## config.mk

```make
export PLATFORM = sky130hd
export DESIGN_NAME = sfmc_top
export DESIGN_NICKNAME = d
export VERILOG_FILES = /design/src/rtl/sfmc_top.v
export VERILOG_INCLUDE_DIRS = /design/src /design/src/rtl
export SDC_FILE = /design/constraint.sdc
export NUM_CORES = 1
export LEC_CHECK = 0
export BUFFER_PORTS_ARGS = -buffer_cell sky130_fd_sc_hd__buf_2
export CAP_MARGIN = 15
export CORE_AREA = 2 2 105 107
export CTS_CLUSTER_DIAMETER = 120
export DETAILED_ROUTE_END_ITERATION = 10
export DIE_AREA = 0 0 107 109
export HOLD_SLACK_MARGIN = 0.03
export PLACE_DENSITY = 0.6
export SETUP_SLACK_MARGIN = 0.4
export SLEW_MARGIN = 10
export SYNTH_ARGS = -nofsm -noshare
export SYNTH_HDL_FRONTEND = slang
export SYNTH_SLANG_ARGS = --single-unit
```

## constraint.sdc

```tcl
create_clock -name MCLK -period 5.65 [get_ports MCLK]
set_clock_uncertainty 0.15 [all_clocks]
set_input_delay 0.8475 -clock MCLK [delete_from_list [all_inputs] [get_ports MCLK]]
set_output_delay 0.8475 -clock MCLK [all_outputs]
set_load 0.05 [all_outputs]
```

## src/rtl/sfmc_regs.vh

```
/*
 * Constants for the stepper fault and mode controller: timing figures,
 * mode field encodings, status bit positions and reset values.
 * Assumes a 125 MHz core clock; included by its bare name.
 */
`ifndef SFMC_REGS_VH
`define SFMC_REGS_VH

// Core clock period in picoseconds
`define SFMC_CLK_PS 8000
// Sleep entry delay in nanoseconds
`define SFMC_SLEEP_NS 1000
// Wake delay in nanoseconds
`define SFMC_WAKE_NS 1000000
// Overcurrent retry time in nanoseconds
`define SFMC_RETRY_NS 1000000
// Least times round up to whole cycles
`define SFMC_SLEEP_CYC ((`SFMC_SLEEP_NS * 1000 + `SFMC_CLK_PS - 1) / `SFMC_CLK_PS)
`define SFMC_WAKE_CYC ((`SFMC_WAKE_NS * 1000 + `SFMC_CLK_PS - 1) / `SFMC_CLK_PS)
`define SFMC_RETRY_CYC ((`SFMC_RETRY_NS * 1000 + `SFMC_CLK_PS - 1) / `SFMC_CLK_PS)

// Mode field encodings on MODE_STATE
`define SFMC_MODE_LOCKOUT 3'h0
`define SFMC_MODE_SLEEP 3'h1
`define SFMC_MODE_WAKING 3'h2
`define SFMC_MODE_OPERATING 3'h3
`define SFMC_MODE_DISABLED 3'h4
`define SFMC_MODE_FAULT 3'h5

// Status bit positions of the interrupt status and mask
`define SFMC_ST_THERM 0
`define SFMC_ST_UVLO 1
`define SFMC_ST_OCP 2
`define SFMC_ST_W 3

// Reset values
`define SFMC_POS_RST 8'h00
`define SFMC_MASK_RST 3'h0

`endif

```

## src/rtl/sfmc_top.v

```verilog
/*
 * Fault handling and operating-mode control for a dual H-bridge stepper
 * driver with indexer position counter and interrupt status.
 * Assumes all inputs are synchronous to MCLK and the analog comparators
 * (temperature, supply lockout, overcurrent) arrive as clean levels.
 */
// How it works
// - Over-temperature: bridge off, fault flag low
// - Resume automatically once temperature safe
// - Release flag only after operation resumed
// - Supply lockout disables all, resets logic
// - Leave lockout only above rising threshold
// - Flag low throughout lockout, released after
// - Overcurrent: bridge off, retry after time
// - Active while sleep request high
// - Sleep: regulator off, bridge Hi-Z, indexer off
// - Sleep entered after sleep entry delay
// - Wait wake delay before outputs change
// - Enable high: bridge off, logic running
// - Steps still advance; shown on enable
// - Faults disable bridge; regulator per fault
`timescale 1ns/1ps
`include "sfmc_regs.vh"

module sfmc_top #(
  parameter POS_W = 8,
  parameter SLEEP_CYC = `SFMC_SLEEP_CYC,
  parameter WAKE_CYC = `SFMC_WAKE_CYC,
  parameter RETRY_CYC = `SFMC_RETRY_CYC,
  parameter CNT_W = 20
) (
  input wire MCLK,
  input wire RST,
  // Controller pins
  input wire SLEEP_REQUEST_N,
  input wire BRIDGE_ENABLE_N,
  input wire STEP,
  input wire DIR,
  // Analog condition levels, high while the condition holds
  input wire OVER_TEMP,
  input wire SUPPLY_BELOW_FALL,
  input wire SUPPLY_ABOVE_RISE,
  input wire OVER_CURRENT,
  // Register port
  input wire [3:0] REG_ADDR,
  input wire [31:0] REG_WDATA,
  input wire REG_WR,
  input wire REG_RD,
  output reg [31:0] REG_RDATA,
  // Open-drain fault flag: output is always 0, enable pulls low
  output reg FAULT_FLAG_N_O,
  output reg FAULT_FLAG_N_OE,
  // Power stage
  output reg BRIDGE_DRIVE,
  output reg BRIDGE_HIZ,
  output reg INTERNAL_REGULATOR_EN,
  output reg INDEXER_EN,
  output reg [POS_W-1:0] BRIDGE_POS,
  output reg [2:0] MODE_STATE,
  output reg IRQ
);

  // Register offsets
  localparam [3:0] A_STATUS = 4'h0;
  localparam [3:0] A_MASK = 4'h4;
  localparam [3:0] A_MODE = 4'h8;
  localparam [3:0] A_POS = 4'hc;

  // Power states
  localparam [1:0] S_LOCK = 2'h0;
  localparam [1:0] S_SLEEP = 2'h1;
  localparam [1:0] S_WAKE = 2'h2;
  localparam [1:0] S_RUN = 2'h3;

  reg [1:0] state_r; // Power state
  reg [1:0] state_nxt; // Next power state
  reg [CNT_W-1:0] cnt_r; // Sleep or wake delay counter
  reg [CNT_W-1:0] cnt_nxt; // Next delay count
  reg [CNT_W-1:0] retry_r; // Overcurrent retry counter
  reg ocp_r; // Overcurrent fault active
  reg therm_r; // Thermal fault active
  reg step_d_r; // Previous step level
  reg [POS_W-1:0] pos_r; // Indexer position
  reg [`SFMC_ST_W-1:0] status_r; // Sticky event bits
  reg [`SFMC_ST_W-1:0] mask_r; // Interrupt mask
  reg uv_d_r; // Previous lockout level, for event edge
  reg uv_pend_r; // Lockout seen and operation not yet resumed
  wire running; // Awake, out of lockout and wake delay
  wire [`SFMC_ST_W-1:0] ev; // Fault onset events
  wire fault_any; // Any fault condition active

  assign running = (state_r == S_RUN);
  // Lockout keeps the flag low through the wake delay that follows it
  assign fault_any = therm_r | ocp_r | uv_pend_r | (state_r == S_LOCK);
  assign ev = {~ocp_r & OVER_CURRENT & running, SUPPLY_BELOW_FALL & ~uv_d_r, OVER_TEMP & ~therm_r & running};

  // Power state transitions
  always @*
  begin
    state_nxt = state_r;
    cnt_nxt = cnt_r;
    case (state_r)
      S_LOCK:
      begin
        // Restart only above the rising threshold
        if (SUPPLY_ABOVE_RISE && !SUPPLY_BELOW_FALL)
        begin
          state_nxt = SLEEP_REQUEST_N ? S_WAKE : S_SLEEP;
          cnt_nxt = {CNT_W{1'b0}};
        end
      end
      S_SLEEP:
      begin
        // Raising the request starts the wake delay
        if (SLEEP_REQUEST_N)
        begin
          state_nxt = S_WAKE;
          cnt_nxt = {CNT_W{1'b0}};
        end
      end
      S_WAKE:
      begin
        // Outputs held until the wake delay ends
        if (!SLEEP_REQUEST_N)
        begin
          state_nxt = S_SLEEP;
        end
        else if (cnt_r >= WAKE_CYC[CNT_W-1:0] - 1'b1)
        begin
          state_nxt = S_RUN;
          cnt_nxt = {CNT_W{1'b0}};
        end
        else
        begin
          cnt_nxt = cnt_r + 1'b1;
        end
      end
      default:
      begin
        // Stay active while request high; sleep after entry delay
        if (SLEEP_REQUEST_N)
        begin
          cnt_nxt = {CNT_W{1'b0}};
        end
        else if (cnt_r >= SLEEP_CYC[CNT_W-1:0] - 1'b1)
        begin
          state_nxt = S_SLEEP;
          cnt_nxt = {CNT_W{1'b0}};
        end
        else
        begin
          cnt_nxt = cnt_r + 1'b1;
        end
      end
    endcase
    // Falling below lockout overrides everything
    if (SUPPLY_BELOW_FALL)
    begin
      state_nxt = S_LOCK;
      cnt_nxt = {CNT_W{1'b0}};
    end
  end

  // State and delay registers
  always @(posedge MCLK)
  begin
    if (RST)
    begin
      state_r <= S_LOCK;
      cnt_r <= {CNT_W{1'b0}};
      // Reset starts in lockout, so no false lockout edge follows it
      uv_d_r <= 1'b1;
      uv_pend_r <= 1'b1;
    end
    else
    begin
      state_r <= state_nxt;
      cnt_r <= cnt_nxt;
      uv_d_r <= SUPPLY_BELOW_FALL;
      // Held from lockout until the run state is reached
      if (state_r == S_LOCK)
        uv_pend_r <= 1'b1;
      else if (running)
        uv_pend_r <= 1'b0;
    end
  end

  // Thermal and overcurrent fault tracking
  always @(posedge MCLK)
  begin
    if (RST || state_r == S_LOCK || SUPPLY_BELOW_FALL)
    begin
      therm_r <= 1'b0;
      ocp_r <= 1'b0;
      retry_r <= {CNT_W{1'b0}};
    end
    else
    begin
      // Thermal fault clears on its own once safe
      therm_r <= OVER_TEMP;
      if (ocp_r)
      begin
        // Drive again after retry time, fault not latched
        if (retry_r >= RETRY_CYC[CNT_W-1:0] - 1'b1)
        begin
          ocp_r <= 1'b0;
          retry_r <= {CNT_W{1'b0}};
        end
        else
        begin
          retry_r <= retry_r + 1'b1;
        end
      end
      else if (OVER_CURRENT && running)
      begin
        ocp_r <= 1'b1;
      end
    end
  end

  // Indexer: advances on rising step while running, even if disabled
  always @(posedge MCLK)
  begin
    if (RST || state_r == S_LOCK)
    begin
      pos_r <= `SFMC_POS_RST;
      step_d_r <= 1'b0;
    end
    else
    begin
      step_d_r <= STEP;
      // Indexer frozen in sleep and wake; running with enable high
      if (running && STEP && !step_d_r)
      begin
        pos_r <= DIR ? pos_r - 1'b1 : pos_r + 1'b1;
      end
    end
  end

  // Output stage, all registered
  always @(posedge MCLK)
  begin
    if (RST)
    begin
      FAULT_FLAG_N_O <= 1'b0;
      FAULT_FLAG_N_OE <= 1'b1;
      BRIDGE_DRIVE <= 1'b0;
      BRIDGE_HIZ <= 1'b1;
      INTERNAL_REGULATOR_EN <= 1'b0;
      INDEXER_EN <= 1'b0;
      BRIDGE_POS <= `SFMC_POS_RST;
      MODE_STATE <= `SFMC_MODE_LOCKOUT;
    end
    else
    begin
      FAULT_FLAG_N_O <= 1'b0;
      // Flag pulled while faulted; released once running again
      FAULT_FLAG_N_OE <= fault_any;
      // Bridge off for any fault, sleep, wake or enable high
      BRIDGE_DRIVE <= running && !fault_any && !BRIDGE_ENABLE_N;
      BRIDGE_HIZ <= !(running && !fault_any && !BRIDGE_ENABLE_N);
      // Regulator on unless sleeping or in lockout
      INTERNAL_REGULATOR_EN <= (state_r == S_WAKE) || running;
      INDEXER_EN <= running;
      // Position shown only while enable low
      if (!BRIDGE_ENABLE_N && running)
      begin
        BRIDGE_POS <= pos_r;
      end
      else if (state_r == S_LOCK)
      begin
        BRIDGE_POS <= `SFMC_POS_RST;
      end
      if (state_r == S_LOCK)
        MODE_STATE <= `SFMC_MODE_LOCKOUT;
      else if (state_r == S_SLEEP)
        MODE_STATE <= `SFMC_MODE_SLEEP;
      else if (state_r == S_WAKE)
        MODE_STATE <= `SFMC_MODE_WAKING;
      else if (fault_any)
        MODE_STATE <= `SFMC_MODE_FAULT;
      else if (BRIDGE_ENABLE_N)
        MODE_STATE <= `SFMC_MODE_DISABLED;
      else
        MODE_STATE <= `SFMC_MODE_OPERATING;
    end
  end

  // Interrupt status and mask; set wins over write-one clear
  always @(posedge MCLK)
  begin
    if (RST)
    begin
      status_r <= {`SFMC_ST_W{1'b0}};
      mask_r <= `SFMC_MASK_RST;
      IRQ <= 1'b0;
    end
    else
    begin
      if (REG_WR && REG_ADDR == A_STATUS)
        status_r <= (status_r & ~REG_WDATA[`SFMC_ST_W-1:0]) | ev;
      else
        status_r <= status_r | ev;
      if (REG_WR && REG_ADDR == A_MASK)
        mask_r <= REG_WDATA[`SFMC_ST_W-1:0];
      IRQ <= |(status_r & mask_r);
    end
  end

  // Read data, one cycle after the read strobe
  always @(posedge MCLK)
  begin
    if (RST)
    begin
      REG_RDATA <= 32'h00000000;
    end
    else if (REG_RD)
    begin
      if (REG_ADDR == A_STATUS)
        REG_RDATA <= {29'h0, status_r};
      else if (REG_ADDR == A_MASK)
        REG_RDATA <= {29'h0, mask_r};
      else if (REG_ADDR == A_MODE)
        REG_RDATA <= {25'h0, therm_r, ocp_r, state_r == S_LOCK, 1'b0, state_r, 1'b0};
      else if (REG_ADDR == A_POS)
        REG_RDATA <= {{(32-POS_W){1'b0}}, pos_r};
      else
        REG_RDATA <= 32'h00000000;
    end
    else
    begin
      REG_RDATA <= 32'h00000000;
    end
  end

endmodule // sfmc_top

```

==> results of run 1 <==
cell usage after synthesis (4+ instances only):
master and instances:
mux2i_1 4, nor3_1 9, nand3_1 23, xnor2_1 9, nor2_1 55, o2bb2ai_1 8, clkbuf_1 8, a31oi_1 11
nand2_1 45, buf_4 25, or3_1 7, and2_1 9, a22o_1 7, a22oi_1 8, inv_1 16, dfxtp_1 86
o21ai_0 15, and3_1 8, a21oi_1 26, nand2b_1 5, xor2_1 16, ha_1 9, buf_1 5
worst min path at each step:
stage	startpoint	endpoint	cells after the start
finish	retry_r[18]	retry_r[18]	1
global route	retry_r[18]	retry_r[18]	1
CTS	retry_r[18]	retry_r[18]	1
detailed placement	retry_r[18]	retry_r[18]	1
global placement	retry_r[17]	retry_r[17]	1
floorplan	retry_r[19]	retry_r[19]	1
registers in the layout (all words and copies together), names as in the netlist:
name,cells
cnt_r,20
retry_r,20
BRIDGE_POS,8
REG_RDATA,8
pos_r,8
MODE_STATE,3
mask_r,3
status_r,3
state_r,2
BRIDGE_DRIVE,1
BRIDGE_HIZ,1
FAULT_FLAG_N_OE,1
INDEXER_EN,1
INTERNAL_REGULATOR_EN,1
IRQ,1
ocp_r,1
step_d_r,1
therm_r,1
uv_d_r,1
uv_pend_r,1
final cells by class:
class / instances / share of cell area, %
clock buffers: 13 / 3.49
inverters: 16 / 1.32
multi-input cells: 352 / 46.9
repair buffers: 43 / 4.72
well taps: 140 / 3.84
clock inverters: 3 / 1.98
flip-flops and latches: 86 / 37.8
cells by family after synthesis:
logic type	after synthesis	share of synthesized area [%]
simple gates	181	21.2
compound gates	103	17.3
flops	86	42.0
buf+inv	59	8.23
xor+xnor	25	5.34
fa+ha+maj	11	3.48
mux	7	2.35
other cells	1	0.0914
layer usage:
layer  GRT usage, %  vias to the layer above  share of wire, %
met4           7.61                        0               2.1
li1               -                     1687                 -
met1           20.5                     1521                48
met3           3.83                       13               5.8
met5              0                        -                 0
met2           23.6                       67                44
power by group through the flow:
| stage | sequential (mW) | clock (mW) | combinational [mW] |
|---|---|---|---|
| global placement | 0.627 | 0 | 0.0820 |
| floorplan | 0.626 | 0 | 0.0824 |
| finish | 0.613 | 0.536 | 0.0833 |
| global route | 0.614 | 0.578 | 0.0894 |
| CTS | 0.613 | 0.550 | 0.0831 |
| detailed placement | 0.627 | 0 | 0.0828 |
metrics by stage:
| stage | instances | worst slack [ps] | total power, mW | hold WS, ps |
|---|---|---|---|---|
| after floorplan | 497 | 3150 | 0.708 | 271 |
| after global placement | 637 | 2290 | 0.709 | 284 |
| after detailed placement | 637 | 2260 | 0.710 | 292 |
| after CTS | 653 | 2570 | 1.25 | 314 |
| after global routing | 653 | 2450 | 1.28 | 327 |
| final | 653 | 2660 | 1.23 | 313 |
==> impl_metrics.py, run 1 <==
metrics = {
    "status": {
        "status": "finished clean",
    },
    "floorplan": {
        "design.core.area_um2": 10600,
        "start_util_pct": 38.7,
        "die_h_um": 109,
        "die_w_um": 107,
        "io_pins": 98,
        "die_area_um2": 11700,
        "row_count": 38,
    },
    "power_and_ir_drop": {
        "power.internal_uw": 943,
        "p_sw_share_pct": 23.5,
        "seqPwrFrac_pct": 49.7,
        "p_sw_uw": 289,
        "power_frac_comb_pct": 6.8,
        "power_leakage_nw": 1.77,
        "clkPwrFrac_pct": 43.5,
        "max-vdd-ir-drop_v": 0.000119,
        "powerDensity_nw_per_um2": 270,
    },
    "clock_tree": {
        "cts_sinks": 86,
        "root_buffer": "clkbuf_8",
        "h-tree-depth": 3,
        "worstSkewPairLatency_ps": 360,
        "post_cts_resized": 0,
        "post-cts-setup-buffers": 0,
        "hold_buffers": 0,
        "cts_tree": "done",
        "path_clk_slew_ps": 80,
        "cts_max_path_buffers": 2,
        "numCtsBuffers": 9,
    },
    "global_route": {
        "grt_pass1_wl_mm": 14.1,
        "grt-ovfl-total": 0,
        "grt_pass1_vias": 2938,
        "antenna_found_initial": 0,
        "track_usage_pct": 15.5,
        "grt_max_degree": 26,
    },
    "worst_setup_path": {
        "cp_max_fo": 25,
        "cp_num_buf_inv": 0,
        "crit_path_end": "cnt_r[13]",
        "crit_family": "compound AO/OA/AOI/OAI gates",
        "endpoint_kind": "register",
        "cp_cell_sequence": "o21ai_0, a211oi_1, and3_1, xnor2_1, nor2_1",
        "critical_path_class": "reg2reg",
        "crit_start": "state_r[0]",
        "worst_r2r_path_depth": 5,
        "critical_path_required_ps": 5730,
        "cp_slowest_stage_delay_ps": 920,
        "worst_setup_path_start_kind": "register",
        "crit_cells": 5,
        "arrival_ps": 3070,
        "regToRegSetupSlack_ps": 2660,
        "crit_slowest_cell": "a211oi_1",
        "r2r_end": "cnt_r[13]",
        "reg2reg_from": "state_r[0]",
    },
    "detailed_routing": {
        "drtPass1Iterations": 4,
        "dr.first_iter.drc_count": 124,
        "ant_nets": 0,
        "drc": 0,
        "via_per_inst": 5.04,
        "wl_per_cell_um": 13.4,
        "vias": 3288,
        "finalWirelength_mm": 8.74,
    },
    "finish": {
        "drive_above_1_share_pct": 12.9,
        "fin_util_pct": 43.0,
        "seqCellArea_um2": 1720,
        "diodes": 0,
        "most-common-layout-cells": "86 x dfxtp_1, 54 x nor2_1, 45 x nand2_1",
        "area_growth_syn_to_layout_pct": 11.1,
        "final_area_um2": 4560,
        "n_fill_cell": 1072,
        "num-nets-final": 566,
        "multiInputGateArea_um2": 2140,
        "layout_commonest_cell": "dfxtp_1",
    },
    "synthesis": {
        "synth_area_um2": 4100,
        "synth_area_leaders": "dfxtp_1 42%, nor2_1 5.0%, buf_4 4.6%, nand2_1 4.1%, xor2_1 3.4%",
        "synth_ff_type": "dfxtp_1",
        "yosysTopAreaCell": "dfxtp_1",
        "synth_edf_count": 0,
        "synth-seq-cells": 86,
        "synth_top_area_share_pct": 42.0,
        "synth_cells": 473,
        "netlist-cell-type-count": 61,
        "ys_seq_area_share_pct": 42.0,
        "ys_warn_count": 0,
        "postSynth.asyncResetShare_pct": 0,
        "synth.avg_cell_area_um2": 8.67,
    },
    "sta": {
        "setup_viol": 0,
        "final-hold-violation-count": 0,
        "final_max_slew_viol_count": 0,
        "worstMarginPinSlew_ps": 997,
        "finalCriticalPeriod_ps": 2990,
        "max-slew-margin-rel_pct": 33.1,
        "fin_setup_tns_ps": 0,
        "max_freq_mhz": 335,
        "rsz0062_at_grt": "false",
        "final.period_utilization_pct": 52.8,
    },
    "placed_design": {
        "port-buffer-count": 43,
        "gp_congestion": 0.839,
        "place_area_um2": 4310,
        "hpwl_mm": 6.32,
    },
    "min_path": {
        "hold_path.class": "reg2reg",
    },
    "flow_run": {
        "drv_cap": 0,
    },
}
No activity file was read; power rests on OpenSTA's default activity.
==> inputs of run 2 (changes only) <==
ABC_AREA = 1   (was default)
CORE_AREA = 2 2 108 110   (was 2 2 105 107)
DIE_AREA = 0 0 110 112   (was 0 0 107 109)
PLACE_DENSITY = 0.63   (was 0.6)
clock period = 2.7 ns   (was 5.65 ns; I/O delays follow)
==> run 2 against run 1 <==
Worst setup slack got worse by 2000 ps. Via count is 18% higher. Sequential power rose by 110%. Maximum frequency is 49% higher. Synthesized area grew 6.9%. Global-route usage increased by 0.74 points. Largest cell class unchanged. Highest routed layer unchanged.
==> impl_metrics.py, run 2 <==
metrics = {
    "synthesis": {
        "synthTopCellsByCount": "143 x nand2_1, 86 x dfxtp_1, 79 x inv_1, 76 x nor2_1, 48 x a21oi_1",
        "netlist-cell-type-count": 39,
        "synth_area_um2": 4380,
        "synth_edf_count": 0,
        "ys_seq_area_share_pct": 39.3,
        "synth-seq-cells": 86,
        "synth.avg_cell_area_um2": 6.99,
        "synth_top_area_share_pct": 39.3,
        "ys_warn_count": 0,
        "synth_ff_type": "dfxtp_1",
        "postSynth.asyncResetShare_pct": 0,
        "synth_area_leaders": "dfxtp_1 39%, nand2_1 12%, inv_1 6.8%, nor2_1 6.5%, a21oi_1 5.5%",
        "yosysMostFrequentCell": "nand2_1",
        "yosysTopAreaCell": "dfxtp_1",
        "synth_cells": 627,
    },
    "worst_setup_path": {
        "endpoint_kind": "register",
        "critical_path_class": "reg2reg",
        "worst_setup_path_start_kind": "register",
        "critical_path_required_ps": 2760,
        "reg2reg_from": "state_r[0]",
        "r2r_end": "cnt_r[10]",
        "regToRegSetupSlack_ps": 690,
        "worst_r2r_path_depth": 8,
        "arrival_ps": 2070,
        "cp_max_fo": 15,
    },
    "sta": {
        "rsz0062_at_grt": "false",
        "final_max_slew_viol_count": 0,
        "max_freq_mhz": 498,
        "worst_slack_ps": 693,
        "final-hold-violation-count": 0,
        "fin_setup_tns_ps": 0,
        "final.period_utilization_pct": 74.3,
        "worstMarginPinSlew_ps": 800,
        "setup_viol": 0,
        "finalCriticalPeriod_ps": 2010,
        "max-slew-margin-rel_pct": 46.2,
    },
    "global_route": {
        "grt_pass1_wl_mm": 15.9,
        "track_usage_pct": 16.2,
        "grt_pass1_vias": 3595,
        "antenna_found_initial": 0,
        "grt-ovfl-total": 0,
        "grt_max_degree": 22,
    },
    "detailed_routing": {
        "via_per_inst": 4.75,
        "drc": 0,
        "vias": 3888,
        "finalWirelength_mm": 9.37,
        "wl_per_cell_um": 11.5,
        "ant_nets": 0,
        "dr.first_iter.drc_count": 174,
        "drtPass1Iterations": 5,
    },
    "clock_tree": {
        "h-tree-depth": 3,
        "cts_sinks": 86,
        "root_buffer": "clkbuf_16",
        "worstSkewPairLatency_ps": 340,
        "numCtsBuffers": 9,
        "post-cts-setup-buffers": 0,
        "hold_buffers": 0,
        "path_clk_slew_ps": 60,
        "post_cts_resized": 0,
        "cts_max_path_buffers": 2,
        "cts_tree": "done",
    },
    "floorplan": {
        "start_util_pct": 39.2,
        "io_pins": 98,
        "die_area_um2": 12300,
        "row_count": 39,
        "design.core.area_um2": 11200,
        "die_h_um": 112,
        "die_w_um": 110,
    },
    "finish": {
        "reg_top3": "cnt_r (20), retry_r (20)",
        "area_growth_syn_to_layout_pct": 13.1,
        "drive_above_1_share_pct": 12.0,
        "most-common-layout-cells": "143 x nand2_1, 86 x dfxtp_1, 79 x inv_1",
        "diodes": 0,
        "num-nets-final": 729,
        "final_area_um2": 4960,
        "layout_commonest_cell": "nand2_1",
    },
    "power_and_ir_drop": {
        "powerDensity_nw_per_um2": 572,
        "power_leakage_nw": 2.09,
        "max-vdd-ir-drop_v": 0.000286,
    },
    "status": {
        "status": "finished clean",
    },
    "min_path": {
        "min_path_cells": 3,
        "min-delay-start": "OVER_TEMP",
        "min_to": "therm_r",
        "hold_path.class": "in2reg",
    },
    "placed_design": {
        "hpwl_mm": 7.17,
        "place_area_um2": 4630,
        "detailedPlace.worstSlack_ps": 478,
        "port-buffer-count": 43,
        "gp_congestion": 0.898,
    },
    "flow_run": {
        "drv_cap": 0,
    },
}
[run 2: worst max-delay path by stage]
stage | start | end | slack (ps) | cells past startpoint
after global routing | state_r[0] | cnt_r[3] | 470 | 7
final | state_r[0] | cnt_r[10] | 690 | 8
after detailed placement | DIR | pos_r[6] | 480 | 11
after floorplan | DIR | pos_r[6] | 860 | 10
after CTS | state_r[0] | cnt_r[10] | 650 | 8
after global placement | DIR | pos_r[6] | 490 | 11
[run 2: final cells by class]
| type | instances | area [um^2] |
|---|---|---|
| clock inverter | 3 | 67.6 |
| clock buffer | 12 | 256 |
| fill | 1154 | 6220 |
| inverter | 83 | 312 |
| multi-input combinational | 445 | 2180 |
| timing repair buffer | 46 | 238 |
| tap | 143 | 179 |
| sequential | 86 | 1720 |
[run 2: through the flow]
step / hold slack [ps] / total power [mW] / utilization (%) / instances
floorplan: 268 / 1.52 / - / 651
global placement: 278 / 1.53 / 41.5 / 803
detailed placement: 285 / 1.53 / 41.5 / 803
CTS: 163 / 2.87 / 44.4 / 818
global route: 196 / 2.94 / 44.4 / 818
finish: 163 / 2.84 / 44.4 / 818
[run 2: kinds of logic after synthesis]
logic type / after synthesis / synth area share [%]
AND/OR/NAND/NOR: 305 / 30.5
buffers and inverters: 120 / 13.0
AO/OA/AOI/OAI: 87 / 10.6
flip-flops: 86 / 39.3
XOR/XNOR: 18 / 3.60
adder cells (fa/ha/maj): 10 / 3.03
other: 1 / 0.0855
[run 2: worst max-delay path, stage by stage (launching register included)]
cell and delay, ps:
dfxtp_1 460, buf_4 200, nor2_2 50, nand2_1 60, nand3_2 240, inv_2 220
nand3_2 120, nand2_2 270, nor3_1 90
[run 2: power breakdown]
group	switching [mW]	internal (mW)
combinational	0.177	0.0412
clock	0.480	0.856
sequential	0.00728	1.28
total	0.664	2.17
[run 2: layer usage]
metal,GRT usage [%],up-vias,wire (um)
met5,0,-,0
met4,8.10,0,208
met1,19.4,1756,4250
li1,-,2041,-
met2,27.9,73,4550
met3,2.17,18,364
